**config.mk**
```make
export PLATFORM = sky130hd
export DESIGN_NAME = dcc_top
export DESIGN_NICKNAME = d
export VERILOG_FILES = /design/src/logic/dcc_pkg.sv /design/src/logic/dcc_top.sv /design/src/logic/dcc_sync.sv /design/src/logic/dcc_pin_drive.sv
export SDC_FILE = /design/constraint.sdc
export NUM_CORES = 1
export LEC_CHECK = 0
export CORE_AREA = 2 2 75 77
export CTS_CLUSTER_DIAMETER = 50
export DETAILED_ROUTE_END_ITERATION = 12
export DIE_AREA = 0 0 77 79
export DONT_BUFFER_PORTS = 1
export HOLD_SLACK_MARGIN = 0.06
export PLACE_DENSITY = 0.46
export SETUP_SLACK_MARGIN = 0.5
export SLEW_MARGIN = 0
export SYNTH_ARGS = -nofsm -noshare
export SYNTH_HDL_FRONTEND = slang
export SYNTH_SLANG_ARGS = --single-unit
export TNS_END_PERCENT = 100
```
**constraint.sdc**
```tcl
create_clock -name clk_i -period 0.95 [get_ports clk_i]
set_clock_uncertainty 0.05 [all_clocks]
set_input_delay 0.095 -clock clk_i [delete_from_list [all_inputs] [get_ports clk_i]]
set_output_delay 0.095 -clock clk_i [all_outputs]
set_load 0.05 [all_outputs]
```
**src/logic/dcc_pkg.sv**
```systemverilog
// dcc_pkg: constants shared by the dual comparator control block
package dcc_pkg;

  localparam int unsigned DCC_ADDR_W = 2;
  localparam int unsigned DCC_DATA_W = 8;
  localparam int unsigned DCC_NUM_CMP = 2;
  localparam int unsigned DCC_SYNC_STAGES = 3;

  // register indices on the register port
  localparam logic [1:0] DCC_ADDR_CMP_ONE = 2'h0;
  localparam logic [1:0] DCC_ADDR_CMP_TWO = 2'h1;
  localparam logic [1:0] DCC_ADDR_AUX = 2'h2;

  // comparator control register fields
  localparam int unsigned DCC_BIT_ENABLE = 7;
  localparam int unsigned DCC_BIT_RESULT = 6;
  localparam int unsigned DCC_BIT_PIN_OE = 5;
  localparam int unsigned DCC_BIT_INVERT = 4;
  localparam int unsigned DCC_BIT_REF_SEL = 2;
  localparam int unsigned DCC_BIT_CH_LO = 0;
  localparam int unsigned DCC_CH_W = 2;

  // auxiliary control register fields
  localparam int unsigned DCC_BIT_MIRROR_ONE = 0;
  localparam int unsigned DCC_BIT_MIRROR_TWO = 1;
  localparam int unsigned DCC_BIT_GATE_SEL = 4;

  // values after reset and writable masks
  localparam logic [7:0] DCC_CTRL_RESET = 8'h00;
  localparam logic [7:0] DCC_AUX_RESET = 8'h00;
  localparam logic [7:0] DCC_CTRL_WMASK = 8'hb7;
  localparam logic [7:0] DCC_AUX_WMASK = 8'h10;
  localparam logic [7:0] DCC_READ_IDLE = 8'h00;

  typedef logic [7:0] dcc_byte_t;

endpackage

```
**src/logic/dcc_top.sv**
```systemverilog
// dcc_top: control, result latch and readback for two analog comparators
// What this block does
// each comparator runs only while its enable bit is set and is powered down when it is clear.
// a two-bit field per comparator picks one of four analog pins for the inverting input.
// a bit per comparator picks the internal reference or an analog pin for the non-inverting input.
// each result is readable in its own control register and mirrored in the auxiliary register.
// the result reaches its pin only with output enable set, direction output and comparator on.
// output enable replaces the port latch on the pin; the comparator enable does not affect this.
// the internal result is captured once per cycle and the pin path adds one more latch before the pin.
// with invert clear the result is one when inverting is below non-inverting, else inverted.
// comparator two has an auxiliary register for timer gating and reading both results at once.
// software waits out response and reference settling time after changing an input.
// software sets analog select and direction bits before using comparator pins as inputs.
// a gate-source bit in the auxiliary register picks the gate pin or comparator two for the timer.
// the analog result is synchronised on the clock before the per-cycle latch.
`timescale 1ns/100ps
module dcc_top
  import dcc_pkg::*;
(
  input wire logic clk_i,
  input wire logic reset_n_i,
  input wire logic ce_i,
  input wire logic [dcc_pkg::DCC_ADDR_W-1:0] reg_addr_i,
  input wire logic [dcc_pkg::DCC_DATA_W-1:0] reg_wdata_i,
  input wire logic reg_wr_i,
  input wire logic reg_rd_i,
  output logic [dcc_pkg::DCC_DATA_W-1:0] reg_rdata_o,
  input wire logic [dcc_pkg::DCC_NUM_CMP-1:0] raw_compare_i,
  input wire logic timer_gate_pin_i,
  input wire logic [dcc_pkg::DCC_NUM_CMP-1:0] port_latch_i,
  input wire logic [dcc_pkg::DCC_NUM_CMP-1:0] pin_direction_bits_i,
  output logic [dcc_pkg::DCC_NUM_CMP-1:0] comparator_enable_o,
  output logic [2*dcc_pkg::DCC_NUM_CMP-1:0] inverting_input_select_o,
  output logic [dcc_pkg::DCC_NUM_CMP-1:0] reference_source_select_o,
  output logic [dcc_pkg::DCC_NUM_CMP-1:0] comparator_result_o,
  output logic [dcc_pkg::DCC_NUM_CMP-1:0] comparator_pin_o,
  output logic [dcc_pkg::DCC_NUM_CMP-1:0] comparator_pin_oe_n_o,
  output logic timer_gate_o
);

  import dcc_pkg::*;

  dcc_byte_t ctrl_one_ff;
  dcc_byte_t nxt_ctrl_one;
  dcc_byte_t ctrl_two_ff;
  dcc_byte_t nxt_ctrl_two;
  dcc_byte_t aux_ff;
  dcc_byte_t nxt_aux;
  dcc_byte_t rdata_ff;
  dcc_byte_t nxt_rdata;
  logic [DCC_NUM_CMP-1:0] result_ff;
  logic [DCC_NUM_CMP-1:0] nxt_result;
  logic gate_ff;
  logic nxt_gate;
  logic [DCC_NUM_CMP:0] sync_q;
  logic [DCC_NUM_CMP-1:0] en_bits;
  logic [DCC_NUM_CMP-1:0] inv_bits;
  logic [DCC_NUM_CMP-1:0] oe_bits;

  // raw comparator decisions and the timer gate pin are asynchronous
  dcc_sync #(
    .WIDTH(DCC_NUM_CMP + 1)
  ) u_sync (
    .clk_i(clk_i),
    .reset_n_i(reset_n_i),
    .ce_i(ce_i),
    .async_i({timer_gate_pin_i, raw_compare_i}),
    .sync_o(sync_q)
  );

  assign en_bits = {ctrl_two_ff[DCC_BIT_ENABLE], ctrl_one_ff[DCC_BIT_ENABLE]};
  assign inv_bits = {ctrl_two_ff[DCC_BIT_INVERT], ctrl_one_ff[DCC_BIT_INVERT]};
  assign oe_bits = {ctrl_two_ff[DCC_BIT_PIN_OE], ctrl_one_ff[DCC_BIT_PIN_OE]};

  // control registers; the result bit is not writable
  always_comb
  begin
    nxt_ctrl_one = ctrl_one_ff;
    nxt_ctrl_two = ctrl_two_ff;
    nxt_aux = aux_ff;
    if (reg_wr_i)
    begin
      case (reg_addr_i)
        DCC_ADDR_CMP_ONE:
        begin
          nxt_ctrl_one = reg_wdata_i & DCC_CTRL_WMASK;
        end
        DCC_ADDR_CMP_TWO:
        begin
          nxt_ctrl_two = reg_wdata_i & DCC_CTRL_WMASK;
        end
        DCC_ADDR_AUX:
        begin
          nxt_aux = reg_wdata_i & DCC_AUX_WMASK;
        end
        default:
        begin
          nxt_aux = aux_ff;
        end
      endcase
    end
  end

  always_ff @(posedge clk_i or negedge reset_n_i)
  begin
    if (!reset_n_i)
    begin
      ctrl_one_ff <= DCC_CTRL_RESET;
      ctrl_two_ff <= DCC_CTRL_RESET;
      aux_ff <= DCC_AUX_RESET;
    end
    else if (ce_i)
    begin
      ctrl_one_ff <= nxt_ctrl_one;
      ctrl_two_ff <= nxt_ctrl_two;
      aux_ff <= nxt_aux;
    end
  end

  // per-cycle result latch; a powered-down comparator reads low
  always_comb
  begin
    nxt_result = '0;
    for (int k = 0; k < DCC_NUM_CMP; k++)
    begin
      if (en_bits[k])
      begin
        nxt_result[k] = sync_q[k] ^ inv_bits[k];
      end
    end
  end

  always_ff @(posedge clk_i or negedge reset_n_i)
  begin
    if (!reset_n_i)
    begin
      result_ff <= '0;
    end
    else if (ce_i)
    begin
      result_ff <= nxt_result;
    end
  end

  // read data valid only in the cycle after the strobe; unmapped reads give zero
  always_comb
  begin
    nxt_rdata = DCC_READ_IDLE;
    if (reg_rd_i)
    begin
      case (reg_addr_i)
        DCC_ADDR_CMP_ONE:
        begin
          nxt_rdata = ctrl_one_ff;
          nxt_rdata[DCC_BIT_RESULT] = result_ff[0];
        end
        DCC_ADDR_CMP_TWO:
        begin
          nxt_rdata = ctrl_two_ff;
          nxt_rdata[DCC_BIT_RESULT] = result_ff[1];
        end
        DCC_ADDR_AUX:
        begin
          // both results from one access, so software sees a coherent pair
          nxt_rdata = aux_ff;
          nxt_rdata[DCC_BIT_MIRROR_ONE] = result_ff[0];
          nxt_rdata[DCC_BIT_MIRROR_TWO] = result_ff[1];
        end
        default:
        begin
          nxt_rdata = DCC_READ_IDLE;
        end
      endcase
    end
  end

  // timer gate source; the gate pin arrives through the synchroniser
  always_comb
  begin
    nxt_gate = aux_ff[DCC_BIT_GATE_SEL] ? result_ff[1] : sync_q[DCC_NUM_CMP];
  end

  always_ff @(posedge clk_i or negedge reset_n_i)
  begin
    if (!reset_n_i)
    begin
      rdata_ff <= DCC_READ_IDLE;
      gate_ff <= 1'b0;
    end
    else if (ce_i)
    begin
      rdata_ff <= nxt_rdata;
      gate_ff <= nxt_gate;
    end
  end

  dcc_pin_drive u_pin (
    .clk_i(clk_i),
    .reset_n_i(reset_n_i),
    .ce_i(ce_i),
    .result_i(result_ff),
    .pin_output_enable_i(oe_bits),
    .port_latch_i(port_latch_i),
    .pin_direction_bits_i(pin_direction_bits_i),
    .pin_o(comparator_pin_o),
    .pin_oe_n_o(comparator_pin_oe_n_o)
  );

  // analog controls straight from the control registers
  assign comparator_enable_o = en_bits;
  assign inverting_input_select_o = {ctrl_two_ff[DCC_CH_W-1:0], ctrl_one_ff[DCC_CH_W-1:0]};
  assign reference_source_select_o = {ctrl_two_ff[DCC_BIT_REF_SEL],
                                      ctrl_one_ff[DCC_BIT_REF_SEL]};
  assign comparator_result_o = result_ff;
  assign reg_rdata_o = rdata_ff;
  assign timer_gate_o = gate_ff;
endmodule

```
**src/logic/dcc_sync.sv**
```systemverilog
// dcc_sync: three-stage synchroniser with agreement filter, one per bit
`timescale 1ns/100ps
module dcc_sync
  import dcc_pkg::*;
#(
  parameter int unsigned WIDTH = 3
)
(
  input wire logic clk_i,
  input wire logic reset_n_i,
  input wire logic ce_i,
  input wire logic [WIDTH-1:0] async_i,
  output logic [WIDTH-1:0] sync_o
);

  genvar g;
  generate
    for (g = 0; g < WIDTH; g++)
    begin : g_bit
      logic [DCC_SYNC_STAGES-1:0] stage_ff;
      logic [DCC_SYNC_STAGES-1:0] nxt_stage;
      logic value_ff;
      logic nxt_value;

      // first stage feeds only the second; accept once stages two and three agree
      always_comb
      begin
        nxt_stage = {stage_ff[DCC_SYNC_STAGES-2:0], async_i[g]};
        nxt_value = value_ff;
        if (stage_ff[1] == stage_ff[2])
        begin
          nxt_value = stage_ff[2];
        end
      end

      always_ff @(posedge clk_i or negedge reset_n_i)
      begin
        if (!reset_n_i)
        begin
          stage_ff <= '0;
          value_ff <= 1'b0;
        end
        else if (ce_i)
        begin
          stage_ff <= nxt_stage;
          value_ff <= nxt_value;
        end
      end

      assign sync_o[g] = value_ff;
    end
  endgenerate

endmodule

```
**src/logic/dcc_pin_drive.sv**
```systemverilog
// dcc_pin_drive: port override and pin driver registers per comparator
`timescale 1ns/100ps
module dcc_pin_drive
  import dcc_pkg::*;
(
  input wire logic clk_i,
  input wire logic reset_n_i,
  input wire logic ce_i,
  input wire logic [DCC_NUM_CMP-1:0] result_i,
  input wire logic [DCC_NUM_CMP-1:0] pin_output_enable_i,
  input wire logic [DCC_NUM_CMP-1:0] port_latch_i,
  input wire logic [DCC_NUM_CMP-1:0] pin_direction_bits_i,
  output logic [DCC_NUM_CMP-1:0] pin_o,
  output logic [DCC_NUM_CMP-1:0] pin_oe_n_o
);

  genvar g;
  generate
    for (g = 0; g < DCC_NUM_CMP; g++)
    begin : g_pin
      logic data_ff;
      logic nxt_data;
      logic oe_n_ff;
      logic nxt_oe_n;

      // result is already forced low while the comparator is off, so the
      // override still applies then and shows a steady low
      always_comb
      begin
        nxt_data = pin_output_enable_i[g] ? result_i[g] : port_latch_i[g];
        nxt_oe_n = pin_direction_bits_i[g];
      end

      always_ff @(posedge clk_i or negedge reset_n_i)
      begin
        if (!reset_n_i)
        begin
          data_ff <= 1'b0;
          oe_n_ff <= 1'b1;
        end
        else if (ce_i)
        begin
          data_ff <= nxt_data;
          oe_n_ff <= nxt_oe_n;
        end
      end

      assign pin_o[g] = data_ff;
      assign pin_oe_n_o[g] = oe_n_ff;
    end
  endgenerate

endmodule

```
==> flow_metrics.py <==
metrics = {
    "cts": {
        "clk_pin_slew_ns": 0.09,
        "cts_buffers": 5,
        "clkLatencyLatePin_ns": 0.29,
        "h-tree-depth": 2,
        "clock_sinks": 39,
        "cts_root_buf": "clkbuf_8",
        "cts.path.max_buffers": 2,
        "cts_tree": "done",
    },
    "sta": {
        "grt_setup_unrepaired": "yes",
        "fmax_mhz": 886,
        "finalSetupViolCount": 31,
        "layout_min_cycle_time_ns": 1.13,
        "hold_violations": 78,
        "holdWs_ns": -0.569,
        "slew_viol_final": 0,
        "final.period_utilization_pct": 119,
        "finalWorstSetupSlack_ns": -0.178,
    },
    "placement": {
        "place_ws_ns": -0.266,
        "dp_hpwl_um": 2470,
        "dp_cells": 226,
        "gp_congestion": 0.757,
        "post_dp_cell_area_um2": 2030,
        "io_buffer_count": 0,
    },
    "yosys": {
        "syn-cell-area_um2": 1800,
        "ys_ff_latch": 39,
        "yosys_warnings": 0,
        "async_reset_ff_share_pct": 100,
        "synth_enable_flop_cells": 0,
        "yosysTopAreaCell": "dfrtp_1",
        "postSynthCellCount": 147,
        "yosys.cell_types.count": 29,
        "avgSynthCellArea_um2": 12.3,
        "yosysTopAreaCellShare_pct": 51.4,
        "synth_seq_area_share_pct": 54.3,
        "synth_area_leaders": "dfrtp_1, mux2_2, buf_4",
        "synth_ff_type": "dfrtp_1",
        "synth_fp_nets": 169,
    },
    "layout": {
        "regArea_um2": 991,
        "antenna_cells_inserted": 0,
        "fin_cells": 243,
        "area_delta_synth_final_pct": 35.1,
        "final_cell_mix": "buf_6, dfrtp_1, mux2_4",
        "layout.nets": 192,
        "nFillCells": 522,
        "final_common_cell": "buf_6",
        "final_util_pct": 45.6,
        "drive_gt1_share_pct": 60.2,
        "multiInputGateArea_um2": 796,
        "fin_area_um2": 2440,
    },
    "grt": {
        "grt_antenna_before_repair": 0,
        "grt.overflow.total": 0,
        "grt_pass1_vias": 1225,
        "grt_pass1_wl_um": 6310,
        "grt_start_max_net_pins": 40,
        "track_usage_pct": 13.6,
    },
    "routing": {
        "drt_iter0_drc": 51,
        "route.detailed.drc": 0,
        "wl_per_cell_um": 15.4,
        "vias": 1129,
        "wirelength_um": 3740,
        "firstDrtPassIters": 4,
        "via_per_inst": 4.65,
        "ant_nets": 0,
    },
    "pwr": {
        "internal_power_uw": 3740,
        "power.switching_uw": 1870,
        "netSwitchingFraction_pct": 33.3,
        "power.density_nw_per_um2": 2300,
        "combPwrFrac_pct": 34.6,
        "power.leakage_uw": 0.00111,
        "irDropWorstVdd_mv": 1.08,
        "p_seq_share_pct": 40.5,
        "clkPwrFrac_pct": 24.8,
    },
    "setup_path": {
        "end_kind": "primary output",
        "worstPathCellList": "buf_12",
        "r2r_slack_ns": -0.06,
        "crit_slowest_cell": "dfstp_2",
        "critPathMaxFanout": 2,
        "crit_required_ns": 0.81,
        "crit_family": "flip-flops",
        "critical_path_class": "reg2out",
        "path_buf_inv": 1,
        "start_kind": "flip-flop",
        "cp_data_arrival_time_ns": 0.98,
        "critPathMaxStageDelay_ns": 0.56,
    },
    "floorplanning": {
        "rows": 27,
        "die_x_um": 77,
        "dieArea_um2": 6080,
        "initial_core_util_pct": 33.8,
        "ios": 45,
        "die_h_um": 79,
        "core_um2": 5340,
    },
    "run": {
        "drv_cap": 0,
    },
    "worst_hold_path": {
        "hold_class": "in2async",
    },
    "run_status": {
        "outcome": "finished with violations",
        "violations": "negative hold slack, negative setup slack",
    },
}
-- area by class of cell --
| class | instances | area share [%] |
|---|---|---|
| multi-input cells | 78 | 32.7 |
| flip-flops and latches | 39 | 40.7 |
| inverters | 10 | 1.75 |
| clock inverters | 3 | 1.80 |
| repair buffers | 36 | 16.6 |
| well taps | 72 | 3.70 |
| clock buffers | 5 | 2.82 |
-- kinds of logic (layout without fill, tap and decap cells) --
family                    Yosys count  in the layout  share of synthesized area [%]
AOI/OAI and AO/OA                  24             24                           8.40
xor gates and xnor gates            2              2                          0.972
buffers and inverters              30             54                           10.1
DFF                                39             39                           54.3
muxes                              31             31                           20.1
other                               1              1                          0.208
and+or+nand+nor                    20             20                           5.90
-- registers in the layout (all words and copies together) (netlist names) --
name,flops
timer_gate_o,1
u_sync.g_bit.stage_ff,9
comparator_result_o,2
ctrl_one_ff,6
ctrl_two_ff,6
u_pin.g_pin.data_ff,2
aux_ff,1
reg_rdata_o,7
u_sync.g_bit.value_ff,3
u_pin.g_pin.oe_n_ff,2
-- synth_stat cells, types with 2 or more instances --
| cell | count |
|---|---|
| dfrtp_1 | 37 |
| mux2_2 | 18 |
| buf_4 | 13 |
| a21oi_1 | 9 |
| inv_1 | 9 |
| mux2i_1 | 7 |
| mux2_4 | 6 |
| nor2_1 | 6 |
| o22ai_1 | 4 |
| a211oi_1 | 3 |
| a21boi_0 | 3 |
| and2_1 | 3 |
| buf_2 | 3 |
| nand2b_1 | 3 |
| o32ai_1 | 3 |
| buf_6 | 2 |
| dfstp_2 | 2 |
| nand2_1 | 2 |
| nand3_1 | 2 |
| o21ai_0 | 2 |
| xor2_1 | 2 |
-- metal layers --
layer	track usage, %	vias to the layer above	wire, µm
li1	-	538	-
met3	4.20	9	198
met5	0	-	0
met1	16.7	550	1550
met2	22.0	32	1890
met4	6.25	0	95
-- worst paths after layout --
path | from | end | depth (start not counted)
hold reg to reg | u_sync.g_bit[0].stage_ff[2]$_DFFE_PN0P_ | u_sync.g_bit[0].value_ff$_DFFE_PN0P_ | 2
min in group clk_i | ce_i | comparator_result_o[0]$_DFFE_PN0P_ | 1
setup / recovery | u_pin.g_pin[1].oe_n_ff$_DFFE_PN1P_ | comparator_pin_oe_n_o[1] | 1
max in group asynchronous | reset_n_i | u_pin.g_pin[1].oe_n_ff$_DFFE_PN1P_ | 0
hold / removal | reset_n_i | ctrl_one_ff[1]$_DFFE_PN0P_ | 0
setup reg to reg | ctrl_two_ff[0]$_DFFE_PN0P_ | reg_rdata_o[0]$_DFFE_PN0P_ | 3
-- power groups by stage --
stage	clock [µW]	combinational, µW	sequential [µW]
final	1400	1940	2280
after global routing	1530	2050	2330
after CTS	1430	1910	2270
after detailed placement	0	1490	2290
after global placement	0	1480	2280
after floorplan	0	1170	2450
-- per-stage QoR --
step	setup TNS, ns	total power, µW
after CTS	-1.99	5610
final	-1.82	5610
after floorplan	-2.82	3620
after detailed placement	-2.66	3790
after global placement	-2.46	3750
after global routing	-3.17	5910
-- repair_timing --
item                                    CTS  global route
hold endpoints to repair                 78            78
resized for setup                        48             8
endpoints found under the setup margin   61            61
pin swaps                                14             0
buffers inserted                          9             0
Power figures use the tool's default switching activity.
